### config.mk
export PLATFORM = sky130hd
export DESIGN_NAME = t16_core
export DESIGN_NICKNAME = d
export VERILOG_FILES = /design/src/inc/t16_pkg.sv /design/src/logic/t16_filter.sv /design/src/logic/t16_core.sv
export VERILOG_INCLUDE_DIRS = /design/src /design/src/inc
export SDC_FILE = /design/constraint.sdc
export NUM_CORES = 1
export LEC_CHECK = 0
export ABC_CLOCK_PERIOD_IN_PS = 4370
export BUFFER_PORTS_ARGS = -buffer_cell sky130_fd_sc_hd__buf_2
export CAP_MARGIN = 20
export CORE_ASPECT_RATIO = 1.25
export CORE_MARGIN = 10
export CORE_UTILIZATION = 29
export DETAILED_ROUTE_END_ITERATION = 8
export GPL_TIMING_DRIVEN = 0
export PLACE_DENSITY = 0.43
export SLEW_MARGIN = 20
export SYNTH_ARGS = -nofsm -noshare
export SYNTH_HDL_FRONTEND = slang
export SYNTH_HIERARCHICAL = 1
export SYNTH_SLANG_ARGS = --single-unit
### constraint.sdc
create_clock -name i_clock -period 4.37 [get_ports i_clock]
set_clock_uncertainty 0.1 [all_clocks]
set_input_delay 0.437 -clock i_clock [delete_from_list [all_inputs] [get_ports i_clock]]
set_output_delay 0.437 -clock i_clock [all_outputs]
set_load 0.02 [all_outputs]
### src/inc/t16_cfg.svh
`ifndef T16_CFG_SVH
`define T16_CFG_SVH

// Byte addresses of the timer registers on the 8-bit access port
`define T16_A_CNT_L   4'h0
`define T16_A_CNT_H   4'h1
`define T16_A_CAP_L   4'h2
`define T16_A_CAP_H   4'h3
`define T16_A_CMPA_L  4'h4
`define T16_A_CMPA_H  4'h5
`define T16_A_CMPB_L  4'h6
`define T16_A_CMPB_H  4'h7
`define T16_A_CMPC_L  4'h8
`define T16_A_CMPC_H  4'h9
`define T16_A_CTRL_A  4'hA
`define T16_A_CTRL_B  4'hB
`define T16_A_CTRL_C  4'hC
`define T16_A_FLAG    4'hD
`define T16_A_MASK    4'hE

// Control fields
`define T16_CA_WGM_LO   1:0
`define T16_CB_CS       2:0
`define T16_CB_WGM_HI   4:3
`define T16_CB_EDGE     6
`define T16_CB_FILT     7
`define T16_CC_SRC_CMP  0

// Clock select codes
`define T16_CS_STOP     3'h0
`define T16_CS_SYS      3'h1
`define T16_CS_P8       3'h2
`define T16_CS_P64      3'h3
`define T16_CS_P256     3'h4
`define T16_CS_P1024    3'h5
`define T16_CS_EXT_FALL 3'h6
`define T16_CS_EXT_RISE 3'h7

// Flag and mask bit positions
`define T16_F_OVF  0
`define T16_F_CMPA 1
`define T16_F_CMPB 2
`define T16_F_CMPC 3
`define T16_F_CAP  5
`define T16_F_USED 8'h2F

// Waveform modes
`define T16_M_NORMAL   4'h0
`define T16_M_PC8      4'h1
`define T16_M_PC9      4'h2
`define T16_M_PC10     4'h3
`define T16_M_CTC_A    4'h4
`define T16_M_FP8      4'h5
`define T16_M_FP9      4'h6
`define T16_M_FP10     4'h7
`define T16_M_CTC_CAP  4'hC
`define T16_M_FP_CAP   4'hE
`define T16_M_FP_A     4'hF

// Count limits
`define T16_BOTTOM  16'h0000
`define T16_MAX     16'hFFFF
`define T16_TOP8    16'h00FF
`define T16_TOP9    16'h01FF
`define T16_TOP10   16'h03FF
`define T16_ONE     16'h0001

// Noise filter length in samples
`define T16_FILT_LEN 4

`endif

### src/inc/t16_pkg.sv
package t16_pkg;
    typedef logic [7:0]  t16_byte_t;
    typedef logic [15:0] t16_word_t;
    typedef logic [3:0]  t16_addr_t;
    typedef logic [3:0]  t16_mode_t;
    typedef logic [2:0]  t16_chan_t;
    typedef logic [3:0]  t16_presc_t;
endpackage

### src/logic/t16_filter.sv
`timescale 1ns/100ps
`include "t16_cfg.svh"
module t16_filter (
    input  wire logic i_clock,
    input  wire logic i_rst_b,
    input  wire logic i_enable,
    input  wire logic i_sample,
    output logic      o_level
);
    import t16_pkg::*;

    logic [`T16_FILT_LEN-1:0] hist_q;

    always_ff @(posedge i_clock) begin
        if (!i_rst_b) begin
            hist_q <= '0;
        end else begin
            hist_q <= {hist_q[`T16_FILT_LEN-2:0], i_sample};
        end
    end

    // When enabled, level moves only after a full run of equal samples, so spikes are dropped; when disabled it follows the sample
    always_ff @(posedge i_clock) begin
        if (!i_rst_b) begin
            o_level <= 1'b0;
        end else if (!i_enable) begin
            o_level <= i_sample;
        end else if (&hist_q) begin
            o_level <= 1'b1;
        end else if (~|hist_q) begin
            o_level <= 1'b0;
        end
    end
endmodule

### src/logic/t16_core.sv
`timescale 1ns/100ps
`include "t16_cfg.svh"
module t16_core (
    input  wire logic        i_clock,
    input  wire logic        i_rst_b,
    input  wire logic        i_power_gate,
    input  t16_pkg::t16_addr_t i_bus_addr,
    input  wire logic        i_bus_wr,
    input  wire logic        i_bus_rd,
    input  t16_pkg::t16_byte_t i_bus_wdata,
    input  t16_pkg::t16_presc_t i_presc_tick,
    input  wire logic        i_external_tick_pin,
    input  wire logic        i_snapshot_trigger_pin,
    input  wire logic        i_cmp_event,
    input  wire logic [5:0]  i_irq_ack,
    output t16_pkg::t16_byte_t o_bus_rdata,
    output t16_pkg::t16_chan_t o_match_wave_pins,
    output logic [5:0]       o_irq
);
    import t16_pkg::*;

    t16_word_t count_value_reg_q;
    t16_word_t snapshot_value_reg_q;
    t16_word_t match_buf_q [3];
    t16_word_t match_value_regs_q [3];
    t16_byte_t temp_q;
    t16_byte_t ctrl_a_q, ctrl_b_q, ctrl_c_q;
    t16_byte_t timer_flag_reg_q;
    t16_byte_t timer_irq_enable_reg_q;
    logic [2:0] ext_sync_q, trg_sync_q, cmpev_sync_q;
    logic       cap_lvl, cap_lvl_q;
    t16_mode_t  mode;
    t16_word_t  top;
    logic       timer_tick, at_top, cap_evt, cnt_wr;
    t16_chan_t  match;
    t16_byte_t  flag_set, flag_clr;

    function automatic t16_word_t top_of(t16_mode_t m, t16_word_t a, t16_word_t c);
        case (m)
            `T16_M_PC8, `T16_M_FP8:      top_of = `T16_TOP8;
            `T16_M_PC9, `T16_M_FP9:      top_of = `T16_TOP9;
            `T16_M_PC10, `T16_M_FP10:    top_of = `T16_TOP10;
            `T16_M_CTC_A, `T16_M_FP_A:   top_of = a;
            `T16_M_CTC_CAP, `T16_M_FP_CAP: top_of = c;
            default:                     top_of = `T16_MAX;
        endcase
    endfunction

    function automatic logic is_pwm(t16_mode_t m);
        case (m)
            `T16_M_PC8, `T16_M_PC9, `T16_M_PC10, `T16_M_FP8, `T16_M_FP9,
            `T16_M_FP10, `T16_M_FP_CAP, `T16_M_FP_A: is_pwm = 1'b1;
            default:                                 is_pwm = 1'b0;
        endcase
    endfunction

    function automatic logic wr_at(t16_addr_t a);
        wr_at = i_bus_wr && (i_bus_addr == a);
    endfunction

    assign mode   = {ctrl_b_q[`T16_CB_WGM_HI], ctrl_a_q[`T16_CA_WGM_LO]};
    assign top    = top_of(mode, match_value_regs_q[0], snapshot_value_reg_q);
    assign at_top = (count_value_reg_q == top);
    // Spelled out: a continuous assign only wakes on its arguments, not on bus pins read inside
    assign cnt_wr = i_bus_wr && (i_bus_addr == `T16_A_CNT_L);

    // Pins cross into this clock through two flops before any use
    always_ff @(posedge i_clock) begin
        if (!i_rst_b) begin
            ext_sync_q   <= '0;
            trg_sync_q   <= '0;
            cmpev_sync_q <= '0;
        end else begin
            ext_sync_q   <= {ext_sync_q[1:0], i_external_tick_pin};
            trg_sync_q   <= {trg_sync_q[1:0], i_snapshot_trigger_pin};
            cmpev_sync_q <= {cmpev_sync_q[1:0], i_cmp_event};
        end
    end

    always_comb begin
        case (ctrl_b_q[`T16_CB_CS])
            `T16_CS_SYS:      timer_tick = 1'b1;
            `T16_CS_P8:       timer_tick = i_presc_tick[0];
            `T16_CS_P64:      timer_tick = i_presc_tick[1];
            `T16_CS_P256:     timer_tick = i_presc_tick[2];
            `T16_CS_P1024:    timer_tick = i_presc_tick[3];
            `T16_CS_EXT_FALL: timer_tick = ext_sync_q[2] && !ext_sync_q[1];
            `T16_CS_EXT_RISE: timer_tick = !ext_sync_q[2] && ext_sync_q[1];
            default:          timer_tick = 1'b0;
        endcase
        if (i_power_gate) begin
            timer_tick = 1'b0;
        end
    end

    // Counter: a processor write overrides wrap and count
    always_ff @(posedge i_clock) begin
        if (!i_rst_b) begin
            count_value_reg_q <= `T16_BOTTOM;
        end else if (cnt_wr) begin
            count_value_reg_q <= {temp_q, i_bus_wdata};
        end else if (timer_tick) begin
            count_value_reg_q <= at_top ? `T16_BOTTOM : count_value_reg_q + `T16_ONE;
        end
    end

    // Compare buffers reload at top in PWM modes so the period changes cleanly
    always_ff @(posedge i_clock) begin
        if (!i_rst_b) begin
            for (int i = 0; i < 3; i++) begin
                match_buf_q[i]        <= `T16_BOTTOM;
                match_value_regs_q[i] <= `T16_BOTTOM;
            end
        end else begin
            for (int i = 0; i < 3; i++) begin
                if (wr_at(t16_addr_t'(`T16_A_CMPA_L + 2 * i))) begin
                    match_buf_q[i] <= {temp_q, i_bus_wdata};
                end
                if (!is_pwm(mode) || (timer_tick && at_top)) begin
                    match_value_regs_q[i] <= match_buf_q[i];
                end
            end
        end
    end

    always_comb begin
        for (int i = 0; i < 3; i++) begin
            match[i] = timer_tick && (count_value_reg_q == match_value_regs_q[i]);
        end
    end

    always_ff @(posedge i_clock) begin
        if (!i_rst_b) begin
            o_match_wave_pins <= '0;
        end else begin
            for (int i = 0; i < 3; i++) begin
                if (is_pwm(mode)) begin
                    o_match_wave_pins[i] <= (i == 0 && mode == `T16_M_FP_A) ? 1'b0
                        : (count_value_reg_q < match_value_regs_q[i]);
                end else if (match[i]) begin
                    o_match_wave_pins[i] <= !o_match_wave_pins[i];
                end
            end
        end
    end

    t16_filter u_filter (
        .i_clock  (i_clock),
        .i_rst_b  (i_rst_b),
        .i_enable (ctrl_b_q[`T16_CB_FILT]),
        .i_sample (ctrl_c_q[`T16_CC_SRC_CMP] ? cmpev_sync_q[2] : trg_sync_q[2]),
        .o_level  (cap_lvl)
    );

    always_ff @(posedge i_clock) begin
        if (!i_rst_b) begin
            cap_lvl_q <= 1'b0;
        end else begin
            cap_lvl_q <= cap_lvl;
        end
    end

    // Capture is off while the snapshot register sets the ceiling
    assign cap_evt = (cap_lvl != cap_lvl_q) && (cap_lvl == ctrl_b_q[`T16_CB_EDGE])
                     && !i_power_gate && (mode != `T16_M_CTC_CAP) && (mode != `T16_M_FP_CAP);

    always_ff @(posedge i_clock) begin
        if (!i_rst_b) begin
            snapshot_value_reg_q <= `T16_BOTTOM;
        end else if (cap_evt) begin
            snapshot_value_reg_q <= count_value_reg_q;
        end else if (wr_at(`T16_A_CAP_L)) begin
            snapshot_value_reg_q <= {temp_q, i_bus_wdata};
        end
    end

    // Shared high byte: loaded by any high write or by a counter/snapshot low read
    always_ff @(posedge i_clock) begin
        if (!i_rst_b) begin
            temp_q <= '0;
        end else if (i_bus_wr && i_bus_addr[0] && i_bus_addr < `T16_A_CTRL_A) begin
            temp_q <= i_bus_wdata;
        end else if (i_bus_rd && i_bus_addr == `T16_A_CNT_L) begin
            temp_q <= count_value_reg_q[15:8];
        end else if (i_bus_rd && i_bus_addr == `T16_A_CAP_L) begin
            temp_q <= snapshot_value_reg_q[15:8];
        end
    end

    always_ff @(posedge i_clock) begin
        if (!i_rst_b) begin
            ctrl_a_q               <= '0;
            ctrl_b_q               <= '0;
            ctrl_c_q               <= '0;
            timer_irq_enable_reg_q <= '0;
        end else begin
            if (wr_at(`T16_A_CTRL_A)) ctrl_a_q <= i_bus_wdata;
            if (wr_at(`T16_A_CTRL_B)) ctrl_b_q <= i_bus_wdata;
            if (wr_at(`T16_A_CTRL_C)) ctrl_c_q <= i_bus_wdata;
            if (wr_at(`T16_A_MASK)) timer_irq_enable_reg_q <= i_bus_wdata & `T16_F_USED;
        end
    end

    always_comb begin
        flag_set = '0;
        flag_set[`T16_F_OVF]  = timer_tick && at_top && !cnt_wr;
        flag_set[`T16_F_CMPA] = match[0];
        flag_set[`T16_F_CMPB] = match[1];
        flag_set[`T16_F_CMPC] = match[2];
        flag_set[`T16_F_CAP]  = cap_evt;
        flag_clr = {2'b00, i_irq_ack} | (wr_at(`T16_A_FLAG) ? i_bus_wdata : '0);
    end

    // A set in the same cycle as a clear wins, so no event is lost
    always_ff @(posedge i_clock) begin
        if (!i_rst_b) begin
            timer_flag_reg_q <= '0;
            o_irq            <= '0;
        end else begin
            timer_flag_reg_q <= ((timer_flag_reg_q & ~flag_clr) | flag_set) & `T16_F_USED;
            o_irq <= timer_flag_reg_q[5:0] & timer_irq_enable_reg_q[5:0];
        end
    end

    always_ff @(posedge i_clock) begin
        if (!i_rst_b) begin
            o_bus_rdata <= '0;
        end else if (i_bus_rd) begin
            case (i_bus_addr)
                `T16_A_CNT_L:  o_bus_rdata <= count_value_reg_q[7:0];
                `T16_A_CAP_L:  o_bus_rdata <= snapshot_value_reg_q[7:0];
                `T16_A_CNT_H, `T16_A_CAP_H: o_bus_rdata <= temp_q;
                `T16_A_CMPA_L: o_bus_rdata <= match_buf_q[0][7:0];
                `T16_A_CMPA_H: o_bus_rdata <= match_buf_q[0][15:8];
                `T16_A_CMPB_L: o_bus_rdata <= match_buf_q[1][7:0];
                `T16_A_CMPB_H: o_bus_rdata <= match_buf_q[1][15:8];
                `T16_A_CMPC_L: o_bus_rdata <= match_buf_q[2][7:0];
                `T16_A_CMPC_H: o_bus_rdata <= match_buf_q[2][15:8];
                `T16_A_CTRL_A: o_bus_rdata <= ctrl_a_q;
                `T16_A_CTRL_B: o_bus_rdata <= ctrl_b_q;
                `T16_A_CTRL_C: o_bus_rdata <= ctrl_c_q;
                `T16_A_FLAG:   o_bus_rdata <= timer_flag_reg_q;
                `T16_A_MASK:   o_bus_rdata <= timer_irq_enable_reg_q;
                default:       o_bus_rdata <= '0;
            endcase
        end
    end
endmodule

# Word-level counts from Yosys, hierarchy flattened
# Memories as Yosys holds them, arrays and structs flattened.
# Index checks and enable logic that the tools add are counted.
# Widths: inputs -> output; s select.
# word_totals
register_bits	106
latch_bits	0
mem_bits_rw	96
rom_bits	96
input_bits	30
output_inout_bits	17
elab_cells	191
memories	8
# memory_table
memory	depth	width	rd	rd_clocked_by_memory_dff	write_ports	line_no	source
match_buf_q	3	16	3	0	3	t16_core.sv:24	t16_word_t match_buf_q [3];
match_value_regs_q	3	16	3	0	3	t16_core.sv:25	t16_word_t match_value_regs_q [3];
(name not given)	16	1	1	0	0	t16_core.sv:50	case (m)
(name not given)	16	1	1	0	0	t16_core.sv:50	
(name not given)	16	1	1	0	0	t16_core.sv:50	
(name not given)	16	1	1	0	0	t16_core.sv:50	
+2 memories	-	-	-	-	-	-	
# classes
add_sub_neg	1
mul	0
n_div	0
order_cmp	4
n_eq_ne	40
shift	0
muxes	55
n_bitwise	11
n_reduce_logical	53
# op_table
cell	n
$mux 16	11
$pmux 8 s14	1
$pmux 16 s5	1
$eq 16x16->1	4
$lt 16x16->1	3
$eq 4x4->1 const B	10
$mux 1	37
$eq 4x3->1 const B	8
$logic_and 1x1->1	25
$mux 8	3
$add 16x1->16 const B	1
$eq 4x2->1 const B	4
$and 6x6->6	2
$eq 3x3->1 const B	4
$or 6x6->6	2
$reduce_or 2->1	6
$logic_not 1->1	10
$reduce_bool 2->1	5
$eq 4x1->1 const B	2
$ne 4x4->1 const B	2
$pmux 1 s7	1
$eq 3x2->1 const B	2
$mux 6	1
$not 6->6	1
other kinds (11)	18

# Logic depth before layout (Yosys ltp)
# Gate-level depths: netlist of run 1.
# depth
word_depth	10
mapped_depth	11

# Cells and area by module
# Netlist of run 1, hierarchy kept.
# modules_own_cells
mod	instances	cells_per_inst	area_per_inst_um2	seq_area_each_um2
t16_core	1	1167	11063.1	4884.7
t16_filter	1	14	157.7	100.1

# Least setup slack after synthesis of run 1
# Ideal clock, no wire load.
# synth_path
path_type	register -> register
from	reg ctrl_b_q[4]
to	mem match_value_regs_q[0][0] (netlist name) (enable)
t_arrival_ps	3121
slack_ps	442
path_stages_with_launch	11
path_buffers	3
path_cell_list	dfxtp_1 > or3_1 > buf_2 > a21oi_1 > o21ai_0 > and3_1 > o2111ai_4 > or3_1 > buf_6 > buf_12 > nand3_1
# synth_lines
element	line_no	source
start, declared	t16_core.sv:27	t16_byte_t ctrl_a_q, ctrl_b_q, ctrl_c_q;
start signal, assigned	t16_core.sv:198	if (wr_at(`T16_A_CTRL_B)) ctrl_b_q <= i_bus_wdata;
end, declared	t16_core.sv:25	

==> results.md, run 1 <==
- # rows: 80
- Status: completed
- Routed Antenna Nets: 0
- Pwr Total: 4.62 mW
- Number of global-route vias before repair: 9732
- Routed wire length: 47.0 mm
- Largest stage delay, worst path: 570 ps
- CP cell instances: buf_2, and3_1, nand3_1, nor4_2, and2_1, o2111ai_4, or3_1, buf_6, buf_12, nand3_4
- Layout cell share with drive strength beyond 1: 0.137
- Post-Place Setup Slack: 146 ps
- Buf+Inv Stages, Crit Path: 3
- Hold/Removal Path Class: in2reg
- Grt ovf: 0
- Port bufs: 36
- RSZ-0062 raised after global routing: no
- Element type at the critical path end: flip-flop
- FMAX: 250 MHz
- Post-Synthesis Cell Area: 0.0112 mm2
- Max-cap violation count: 0
- Register area share after synthesis: 0.444
- CP top delay family: simple AND/OR/NAND/NOR gates
- Final period util: 0.914
- Synthesized Nets: 1260
- H-tree Lvls: 1
- Initial core utilization: 0.293
- Kind of critical path: reg2reg
- DRT Pass-1 Iters: 6
- Reg2reg start: count_value_reg_q[2]$_SDFFE_PN0P_
- Final GP Congestion: 0.948
- Syn Area/Cell: 9.50 um2
- Post-Synthesis Cells: 1181
- Slew @ Worst Pin: 1200 ps
- Clock net sink count: 201
- Final Hold Vio Count: 0
- Setup violators final: 0
- Worst vdd ir: 249 uV
- DR vias: 9574
- Die W: 196 um
- Syn-to-layout area delta: 14.9%
- CTS tree: built
- Crit path time final: 3990 ps
- Hpwl dp: 36.4 mm
- Slew margin rel.: 0.197
- Yosys cell types: 77
- Hold WS: 73.4 ps
- Crit-path max FO: 48
- Clock Latency Late Sink: 530 ps
- Largest net degree at the start of global routing: 49
- Async SR Flop Fraction: 0
- Hold path startpoint: i_irq_ack[5]
- Die area: 0.0470 mm2
- Initial antenna violation count: 1
- Leak: 4.81 nW
- Critical Path RT: 4420 ps
- FF+latch count, synth: 201
- Clock transition at path regs: 60 ps
- Synth Flop Type: dfxtp_1
- Root Driver: clkbuf_16
- Number of synthesized flops with an enable pin: 96
- Fin util: 0.337
- Crit-path slowest cell: nor4_2
- Slew Viols, Final: 0
- Placeable Area: 0.0382 mm2
- P per Cell Area: 359 mW/mm2
- Clock tree buffer depth: 3
- GRT Util Overall: 0.195
- Global-route wire length before repair: 67.8 mm
- DRC: 0
- Clock buffer count from CTS: 24
- Vias/cell: 5.44
- Startpoint Class: flip-flop
- Crit path from: count_value_reg_q[2]$_SDFFE_PN0P_
- Initial drt markers: 793
- NumNets Final: 1328
- Fillers: 4017
- Die Ht: 240 um
- IO Count: 47
- Setup WS post-layout: 376 ps
- YS warnings: 6
- WL/cell: 26.7 um
- Critical Path AT: 4050 ps
- Setup TNS: 0 ps
[report_power, final]
group | total [mW] | internal (mW) | switching, mW
Clock | 1.94 | 1.13 | 0.806
Sequential | 2.15 | 2.05 | 0.101
Combinational | 0.534 | 0.184 | 0.350
[cells by family after synthesis]
family,Yosys count,share of synthesized area
compound gates,317,0.202
xor+xnor,13,0.0101
fa+ha+maj,49,0.0546
buf+inv,150,0.0607
flops,201,0.444
mux,53,0.0525
other cells,1,0.000334
simple gates,397,0.175
[metrics by stage]
stage | area [um2] | cells
4_1_cts | 12900 | 1757
3_5_place_dp | 12100 | 1712
3_3_place_gp | 12000 | 1709
5_1_grt | 12900 | 1757
6_report | 12900 | 1759
2_1_floorplan | 11200 | 1181
[sequential cells by signal, summed over array words and instances, names as in the netlist]
signal and count:
o_bus_rdata 8, cap_lvl_q 1, trg_sync_q 3, o_irq 5, u_filter/o_level 1, ctrl_c_q 8, ext_sync_q 3, ctrl_a_q 8
ctrl_b_q 8, match_value_regs_q 48, cmpev_sync_q 3, u_filter/hist_q 4, timer_flag_reg_q 5, timer_irq_enable_reg_q 5, count_value_reg_q 16, snapshot_value_reg_q 16
temp_q 8, match_buf_q 48, o_match_wave_pins 3
[cell usage after synthesis (all sizes together) (14+ instances only)]
cell,instances,area share
buf,25,0.019
nand2,118,0.039
nor2b,24,0.013
ha,49,0.055
inv,65,0.022
dfxtp,105,0.19
o21ai,49,0.022
and3,15,0.0084
a21oi,113,0.066
o22ai,21,0.012
and2,36,0.020
nor3,14,0.0062
edfxtp,96,0.26
clkbuf,60,0.020
mux2i,42,0.037
nand4,16,0.0095
a221oi,19,0.015
nand3,29,0.013
nor2,93,0.031
a211oi,23,0.017
[layout make-up]
| cell class | count | area (um2) | share of cell area |
|---|---|---|---|
| clock inverters | 7 | 41.3 | 0.00320 |
| diodes | 2 | 5.00 | 0.000388 |
| repair buffers | 42 | 244 | 0.0189 |
| well taps | 492 | 616 | 0.0477 |
| multi-input cells | 830 | 5610 | 0.435 |
| clock buffers | 35 | 714 | 0.0554 |
| inverters | 65 | 244 | 0.0189 |
| plain buffers | 85 | 437 | 0.0339 |
| flip-flops and latches | 201 | 4980 | 0.387 |
[routing by layer]
metal | up-vias | share of wire | GRT usage
li1 | 4453 | - | -
met1 | 4669 | 0.40 | 0.226
met2 | 330 | 0.49 | 0.338
met3 | 122 | 0.042 | 0.0209
met4 | 0 | 0.066 | 0.123
met5 | - | 0 | 0
[worst register-to-register path: stages (launching register included)]
cell       delay [ps]
dfxtp_1           460
buf_2             330
and3_1            220
nand3_1           180
nor4_2            570
and2_1            270
o2111ai_4         220
or3_1             390
buf_6             180
buf_12            170
nand3_4           510
[path summary, 6_finish.rpt]
kind / depth (start not counted) / end / slack [ps]
setup / recovery: 10 / match_value_regs_q[0][32]$_SDFFCE_PN0P_ / 380
hold / removal: 3 / timer_flag_reg_q[5]$_SDFF_PN0_ / 70
setup reg to reg: 10 / match_value_regs_q[0][32]$_SDFFCE_PN0P_ / 380
hold reg to reg: 1 / trg_sync_q[1]$_SDFF_PN0_ / 330
[cells in the final DEF (no fill, tap or decap), types with 21 or more instances in the layout]
master       n
a21oi_1     65
a21oi_2     48
and2_1      35
buf_2       46
clkbuf_1    65
clkbuf_16   26
dfxtp_1    105
edfxtp_1    96
ha_1        49
inv_1       65
mux2i_1     42
nand2_1    118
nand3_1     28
nor2_1      92
nor2b_1     24
o21ai_0     43
o22ai_1     21
[what timing repair did]
action	in CTS	in global routing
setup buffers	0	0
setup endpoints to repair	0	47
endpoints found under the hold margin	3	0
hold buffers	3	0
gates resized for setup	0	1
Power figures use the tool's default switching activity.
==> run 2, diff against run 1 <==
--- a/config.mk
+++ b/config.mk
@@ -6,6 +6,7 @@
 export SDC_FILE = /design/constraint.sdc
 export NUM_CORES = 1
 export LEC_CHECK = 0
+export ABC_AREA = 1
 export ABC_CLOCK_PERIOD_IN_PS = 4370
 export BUFFER_PORTS_ARGS = -buffer_cell sky130_fd_sc_hd__buf_2
 export CAP_MARGIN = 20
==> run 2 against run 1 <==
Die area shrank 4.9%; sequential cell count is the same; maximum frequency grew 28%; final cell count grew 7.8%; critical endpoint is now match_value_regs_q[0][5]$_SDFFCE_PN0P_; highest routed layer unchanged.
==> results.md, run 2 <==
- GRT Util Overall: 0.179
- Global-route wire length before repair: 59.7 mm
- Antenna diodes: 0
- CP cell instances: buf_2, nand2_1, inv_1, nand2_1, nand2_2, buf_6, nand2_1, nand3_1, nand2_1, nor2_1, nand2_1, nor2_1, nand3_1, nand2_1, nand2_1, clkbuf_1, nor2_1
- Top post-synthesis cells by count: nand2_1, inv_1, nor2_1
- DRT Pass-1 Iters: 5
- Crit-path max FO: 10
- Post-Synthesis Cell Area: 0.0106 mm2
- Placeable Area: 0.0362 mm2
- Clock Power Share: 0.431
- Synthesized Nets: 1409
- Hold EP: timer_flag_reg_q[3]$_SDFF_PN0_
- Switching share of total power: 0.264
- DRC: 0
- Worst vdd ir: 293 uV
- Reg2reg start: ctrl_b_q[4]$_SDFFE_PN0P_
- Largest stage delay, worst path: 300 ps
- Clock transition at path regs: 70 ps
- Register share of total power: 0.475
- YS warnings: 6
- IO Count: 47
- Layout cell share with drive strength beyond 1: 0.0883
- Cell with the most instances after synthesis: nand2_1
- Initial antenna violation count: 0
- Leak: 5.02 nW
- Routed wire length: 40.4 mm
- Worst R2R End: match_value_regs_q[0][5]$_SDFFCE_PN0P_
- Post-Synthesis Cells: 1330
- Crit-path slowest cell: dfxtp_1
- Fillers: 3880
- Yosys top cell area share: 0.272
- Vias/cell: 4.82
- Critical Path RT: 4630 ps
- Final Hold Vio Count: 0
- Number of synthesized flops with an enable pin: 96
- Gate power share: 0.094
- Clock Latency Late Sink: 550 ps
- Hold Crit Depth: 3
- Clock buffer count from CTS: 22
- Yosys cell types: 40
- Hpwl dp: 32.0 mm
- Most frequent cells in the layout: nand2_1, inv_1, nor2_1
- Number of global-route vias before repair: 9132
- Slew margin rel.: 0.348
- Buf+Inv Stages, Crit Path: 4
- Largest regs: match_buf_q: 48 flops, match_value_regs_q: 48 flops
- RSZ-0062 raised after global routing: no
- Pint: 3.25 mW
- Element type at the critical path end: flip-flop
- Syn-to-layout area delta: 15.5%
- Routed Antenna Nets: 0
- Postcts setup bufs: 0
- Setup violators final: 0
- FF+latch count, synth: 201
- Root Driver: clkbuf_16
- CP dominant cell by count: nand2_1
- Initial drt markers: 564
- Async SR Flop Fraction: 0
- Final period util: 0.715
- Kind of critical path: reg2reg
- CTS resizes: 0
- Clock net sink count: 201
- Slew @ Worst Pin: 969 ps
- Critical Path AT: 3380 ps
- Final GP Congestion: 1.02
- DR vias: 9145
- Crit path time final: 3130 ps
- Register area share after synthesis: 0.469
- Hold path startpoint: i_irq_ack[3]
- Synth Flop Type: dfxtp_1
- Synth top area cells: edfxtp_1, dfxtp_1, nand2_1
- Die W: 191 um
- R2r setup slk: 1240 ps
- H-tree Lvls: 1
- CTS tree: built
- Switching Power: 1.16 mW
- Die Ht: 234 um
- Grt ovf: 0
- Register-to-Register Path Depth: 17
- Commonest non-fill, non-tap cell in the layout: nand2_1
- Slew Viols, Final: 0
- Clock tree buffer depth: 3
- Pwr Total: 4.42 mW
- Largest net degree at the start of global routing: 45
- Hold/Removal Path Class: in2reg
- FMAX: 320 MHz
- Area leader, netlist: edfxtp_1
- P per Cell Area: 360 mW/mm2
- Max-cap violation count: 0
- Status: completed
- Startpoint Class: flip-flop
- NumNets Final: 1479
- Port bufs: 39
- Syn Area/Cell: 7.98 um2
- Hold WS: 47.7 ps
- Die area: 0.0447 mm2
- Initial core utilization: 0.293
- CP top delay family: simple AND/OR/NAND/NOR gates
- # rows: 78
- WL/cell: 21.3 um
-- run 2: changes by cell type after synthesis, moves of 16 or more --
cell / previous run / this run
and2_1: 35 / 0
nor2b_1: 24 / 0
o22ai_1: 21 / 58
clkbuf_1: 59 / 28
a21oi_1: 65 / 115
o21ai_0: 44 / 60
nand2_1: 118 / 262
a221oi_1: 19 / 2
nor2_4: 0 / 20
a21oi_2: 48 / 0
nor2_1: 93 / 128
mux2i_1: 42 / 0
inv_1: 65 / 241
-- run 2: cell families (layout without fill, tap and decap cells) --
logic type               Yosys count  count (layout)  share of synthesized area
flip-flops                       201             201                      0.469
AND/OR/NAND/NOR                  500             500                      0.206
XOR/XNOR                           7               7                    0.00577
adder cells (fa/ha/maj)           49              49                     0.0577
buffers and inverters            288             374                      0.108
other                              1               1                   0.000353
AO/OA/AOI/OAI                    284             284                      0.153
-- run 2: area by class of cell --
cell class	instances	area [um2]	area share
Sequential cell	201	4980	0.406
Multi-Input combinational cell	841	4510	0.368
Inverter	247	927	0.0756
Clock buffer	31	634	0.0517
Tap cell	480	601	0.0490
Timing Repair Buffer	46	294	0.0240
Buffer	41	215	0.0175
Clock inverter	9	92.6	0.00755
-- run 2: what timing repair did --
item | 4_1_cts | 5_1_grt
hold buffers | 3 | 0
endpoints found under the hold margin | 3 | 0
setup endpoints to repair | 0 | 0
-- run 2: metal layers --
layer,global-route usage,routed length [um]
met5,0,0
met4,0.101,2390
met3,0.0260,1900
met2,0.294,18700
met1,0.222,17400
-- run 2: power groups by stage --
stage | combinational (mW) | sequential (mW) | clock (mW)
final | 0.413 | 2.10 | 1.90
after global routing | 0.461 | 2.11 | 2.02
after CTS | 0.414 | 2.10 | 1.95
after detailed placement | 0.409 | 2.14 | 0
after global placement | 0.399 | 2.14 | 0
after floorplan | 0.252 | 2.12 | 0
-- run 2: per-stage QoR --
stage | setup WS, ps | utilization | TNS (ps) | std cells | cell area, um2
after detailed placement | 1190 | 0.318 | 0 | 1853 | 11500
after global placement | -403 | 0.315 | -19180 | 1849 | 11400
after global routing | 959 | 0.339 | 0 | 1896 | 12300
after floorplan | 1160 | - | 0 | 1330 | 10600
after CTS | 1210 | 0.339 | 0 | 1896 | 12300
final | 1240 | 0.339 | 0 | 1896 | 12300
-- run 2: tightest hold or removal path: stages --
cell and delay [ps]:
buf_2 80, a211o_1 80, a21oi_1 50
-- run 2: how the worst max path moves through the flow --
stage | startpoint | end | slack (ps) | depth (start not counted)
global route | ctrl_b_q[4]$_SDFFE_PN0P_ | match_value_regs_q[0][20]$_SDFFCE_PN0P_ | 960 | 17
detailed placement | ctrl_b_q[4]$_SDFFE_PN0P_ | match_value_regs_q[0][5]$_SDFFCE_PN0P_ | 1190 | 17
floorplan | ctrl_b_q[3]$_SDFFE_PN0P_ | match_value_regs_q[0][0]$_SDFFCE_PN0P_ | 1160 | 15
finish | ctrl_b_q[4]$_SDFFE_PN0P_ | match_value_regs_q[0][5]$_SDFFCE_PN0P_ | 1240 | 17
CTS | ctrl_b_q[4]$_SDFFE_PN0P_ | match_value_regs_q[0][5]$_SDFFCE_PN0P_ | 1210 | 17
global placement | ctrl_b_q[4]$_SDFFE_PN0P_ | match_value_regs_q[0][44]$_SDFFCE_PN0P_ | -400 | 15
==> run 3, diff against run 2 <==
--- a/config.mk
+++ b/config.mk
@@ -7,7 +7,7 @@
 export NUM_CORES = 1
 export LEC_CHECK = 0
 export ABC_AREA = 1
-export ABC_CLOCK_PERIOD_IN_PS = 4370
+export ABC_CLOCK_PERIOD_IN_PS = 2730
 export BUFFER_PORTS_ARGS = -buffer_cell sky130_fd_sc_hd__buf_2
 export CAP_MARGIN = 20
 export CORE_ASPECT_RATIO = 1.25
@@ -15,7 +15,7 @@
 export CORE_UTILIZATION = 29
 export DETAILED_ROUTE_END_ITERATION = 8
 export GPL_TIMING_DRIVEN = 0
-export PLACE_DENSITY = 0.43
+export PLACE_DENSITY = 0.44
 export SLEW_MARGIN = 20
 export SYNTH_ARGS = -nofsm -noshare
 export SYNTH_HDL_FRONTEND = slang
==> constraint.sdc (replaced) <==
create_clock -name i_clock -period 2.73 [get_ports i_clock]
set_clock_uncertainty 0.1 [all_clocks]
set_input_delay 0.273 -clock i_clock [delete_from_list [all_inputs] [get_ports i_clock]]
set_output_delay 0.273 -clock i_clock [all_outputs]
set_load 0.02 [all_outputs]
==> run 3 against run 2 <==
Final cell count grew 0.79%; global-route usage grew 0.24 points; sequential power up 60%; combinational power up 67%; die area stayed put; critical path depth fell by 5; highest routed layer unchanged; non-clock buffer count increased by 11; critical path type unchanged.
==> results.md, run 3 (synthesized netlist as in run 2, its figures left out) <==
- Status: completed
- Critical Path AT: 2980 ps
- Antenna diodes: 0
- Crit-path max FO: 10
- DRT Pass-1 Iters: 6
- Die W: 191 um
- Hold/Removal Path Class: in2reg
- Hold EP: ctrl_a_q[4]$_SDFFE_PN0P_
- Worst R2R End: match_value_regs_q[0][29]$_SDFFCE_PN0P_
- Element type at the critical path end: flip-flop
- Leak: 5.15 nW
- Hold Crit Depth: 3
- Setup WS post-layout: 41.2 ps
- Global-route wire length before repair: 59.8 mm
- Startpoint Class: flip-flop
- Clock buffer count from CTS: 23
- Final Hold Vio Count: 0
- WL/cell: 21.5 um
- Grt ovf: 0
- Hold path startpoint: i_bus_wdata[4]
- Crit path from: count_value_reg_q[2]$_SDFFE_PN0P_
- Die Ht: 234 um
- Slew @ Worst Pin: 1030 ps
- Initial drt markers: 568
- Clock tree buffer depth: 3
- Crit path time final: 2690 ps
- Port bufs: 39
- RSZ-0062 raised after global routing: yes
- NumNets Final: 1494
- Worst vdd ir: 453 uV
- Pwr Total: 7.15 mW
- Clock Latency Late Sink: 550 ps
- Area after DPL: 0.0115 mm2
- Hold WS: 8.96 ps
- Post-Place Setup Slack: -405 ps
- Critical Path RT: 3020 ps
- Max-cap violation count: 0
- Initial core utilization: 0.293
- Largest net degree at the start of global routing: 25
- Initial antenna violation count: 2
- Kind of critical path: reg2reg
- IO Count: 47
- Slew margin rel.: 0.312
- Hpwl dp: 32.5 mm
- Setup violators final: 0
- Number of global-route vias before repair: 9027
- DR vias: 9225
- Slew Viols, Final: 0
- Fillers: 3825
- P per Cell Area: 567 mW/mm2
- GRT Util Overall: 0.182
- Fin util: 0.348
- Most frequent cells in the layout: nand2_1, inv_1, nor2_1
- Layout cell share with drive strength beyond 1: 0.122
- Commonest non-fill, non-tap cell in the layout: nand2_1
- H-tree Lvls: 1
- Placeable Area: 0.0362 mm2
- FMAX: 372 MHz
- Final period util: 0.985
- Clock transition at path regs: 60 ps
- Final GP Congestion: 0.917
- Syn-to-layout area delta: 18.8%
- DRC: 0
- Clock net sink count: 201
- R2r setup slk: 40 ps
- # rows: 78
- Register-to-Register Path Depth: 12
- Largest regs: match_buf_q: 48 flops, match_value_regs_q: 48 flops
- Die area: 0.0447 mm2
- Reg2reg start: count_value_reg_q[2]$_SDFFE_PN0P_
- CTS tree: built
- Routed wire length: 41.2 mm
- Routed Antenna Nets: 0
- Vias/cell: 4.83
- Final Cell Area: 0.0126 mm2
- Root Driver: clkbuf_16
[run 3: cell type report]
cell class	count	area [um2]	share of cell area
clock inverter	14	129	0.0102
buffer	41	251	0.0199
timing repair buffer	57	385	0.0305
tap	480	601	0.0476
clock buffer	27	621	0.0492
multi-input combinational	844	4710	0.373
inverter	247	927	0.0735
sequential	201	4990	0.396
[run 3: per-layer routing]
layer	global-route usage	share of wire
met4	0.117	0.067
met2	0.295	0.46
met3	0.0314	0.054
met5	0	0
met1	0.219	0.42
[run 3: worst max-delay path by stage]
stage / depth (start not counted) / end
after global placement: 4 / match_buf_q[0][41]$_DFFE_PP_
after floorplan: 4 / match_buf_q[0][0]$_DFFE_PP_
final: 12 / match_value_regs_q[0][29]$_SDFFCE_PN0P_
after detailed placement: 14 / match_value_regs_q[0][27]$_SDFFCE_PN0P_
after global routing: 17 / match_value_regs_q[0][29]$_SDFFCE_PN0P_
after CTS: 16 / match_value_regs_q[0][39]$_SDFFCE_PN0P_
[run 3: what timing repair did]
action,CTS,global route
resized for setup,16,46
hold endpoints to repair,13,0
setup endpoints to repair,100,106
hold buffers,9,0
cloned,2,2
buffers inserted,2,3
pin swaps,2,13
[run 3: stage by stage]
step,TNS [ps],std cells
after floorplan,0,1330
after global placement,-89930,1849
after detailed placement,-29760,1852
after CTS,-67.8,1906
after global routing,-109,1911
final,0,1911
[run 3: power by group]
group          switching, mW  internal [mW]  total [mW]
Clock                   1.36           1.74        3.10
Combinational          0.485          0.204       0.690
Sequential            0.0725           3.28        3.36
[run 3: critical path: stages (launching register included)]
cell	delay (ps)
dfxtp_1	680
inv_1	350
nand2_1	140
nand2_1	80
nor2_1	110
nand2_1	70
nor2_2	140
nand3_2	160
nand2_2	140
nand2_4	90
buf_12	160
buf_12	160
nor2_4	170
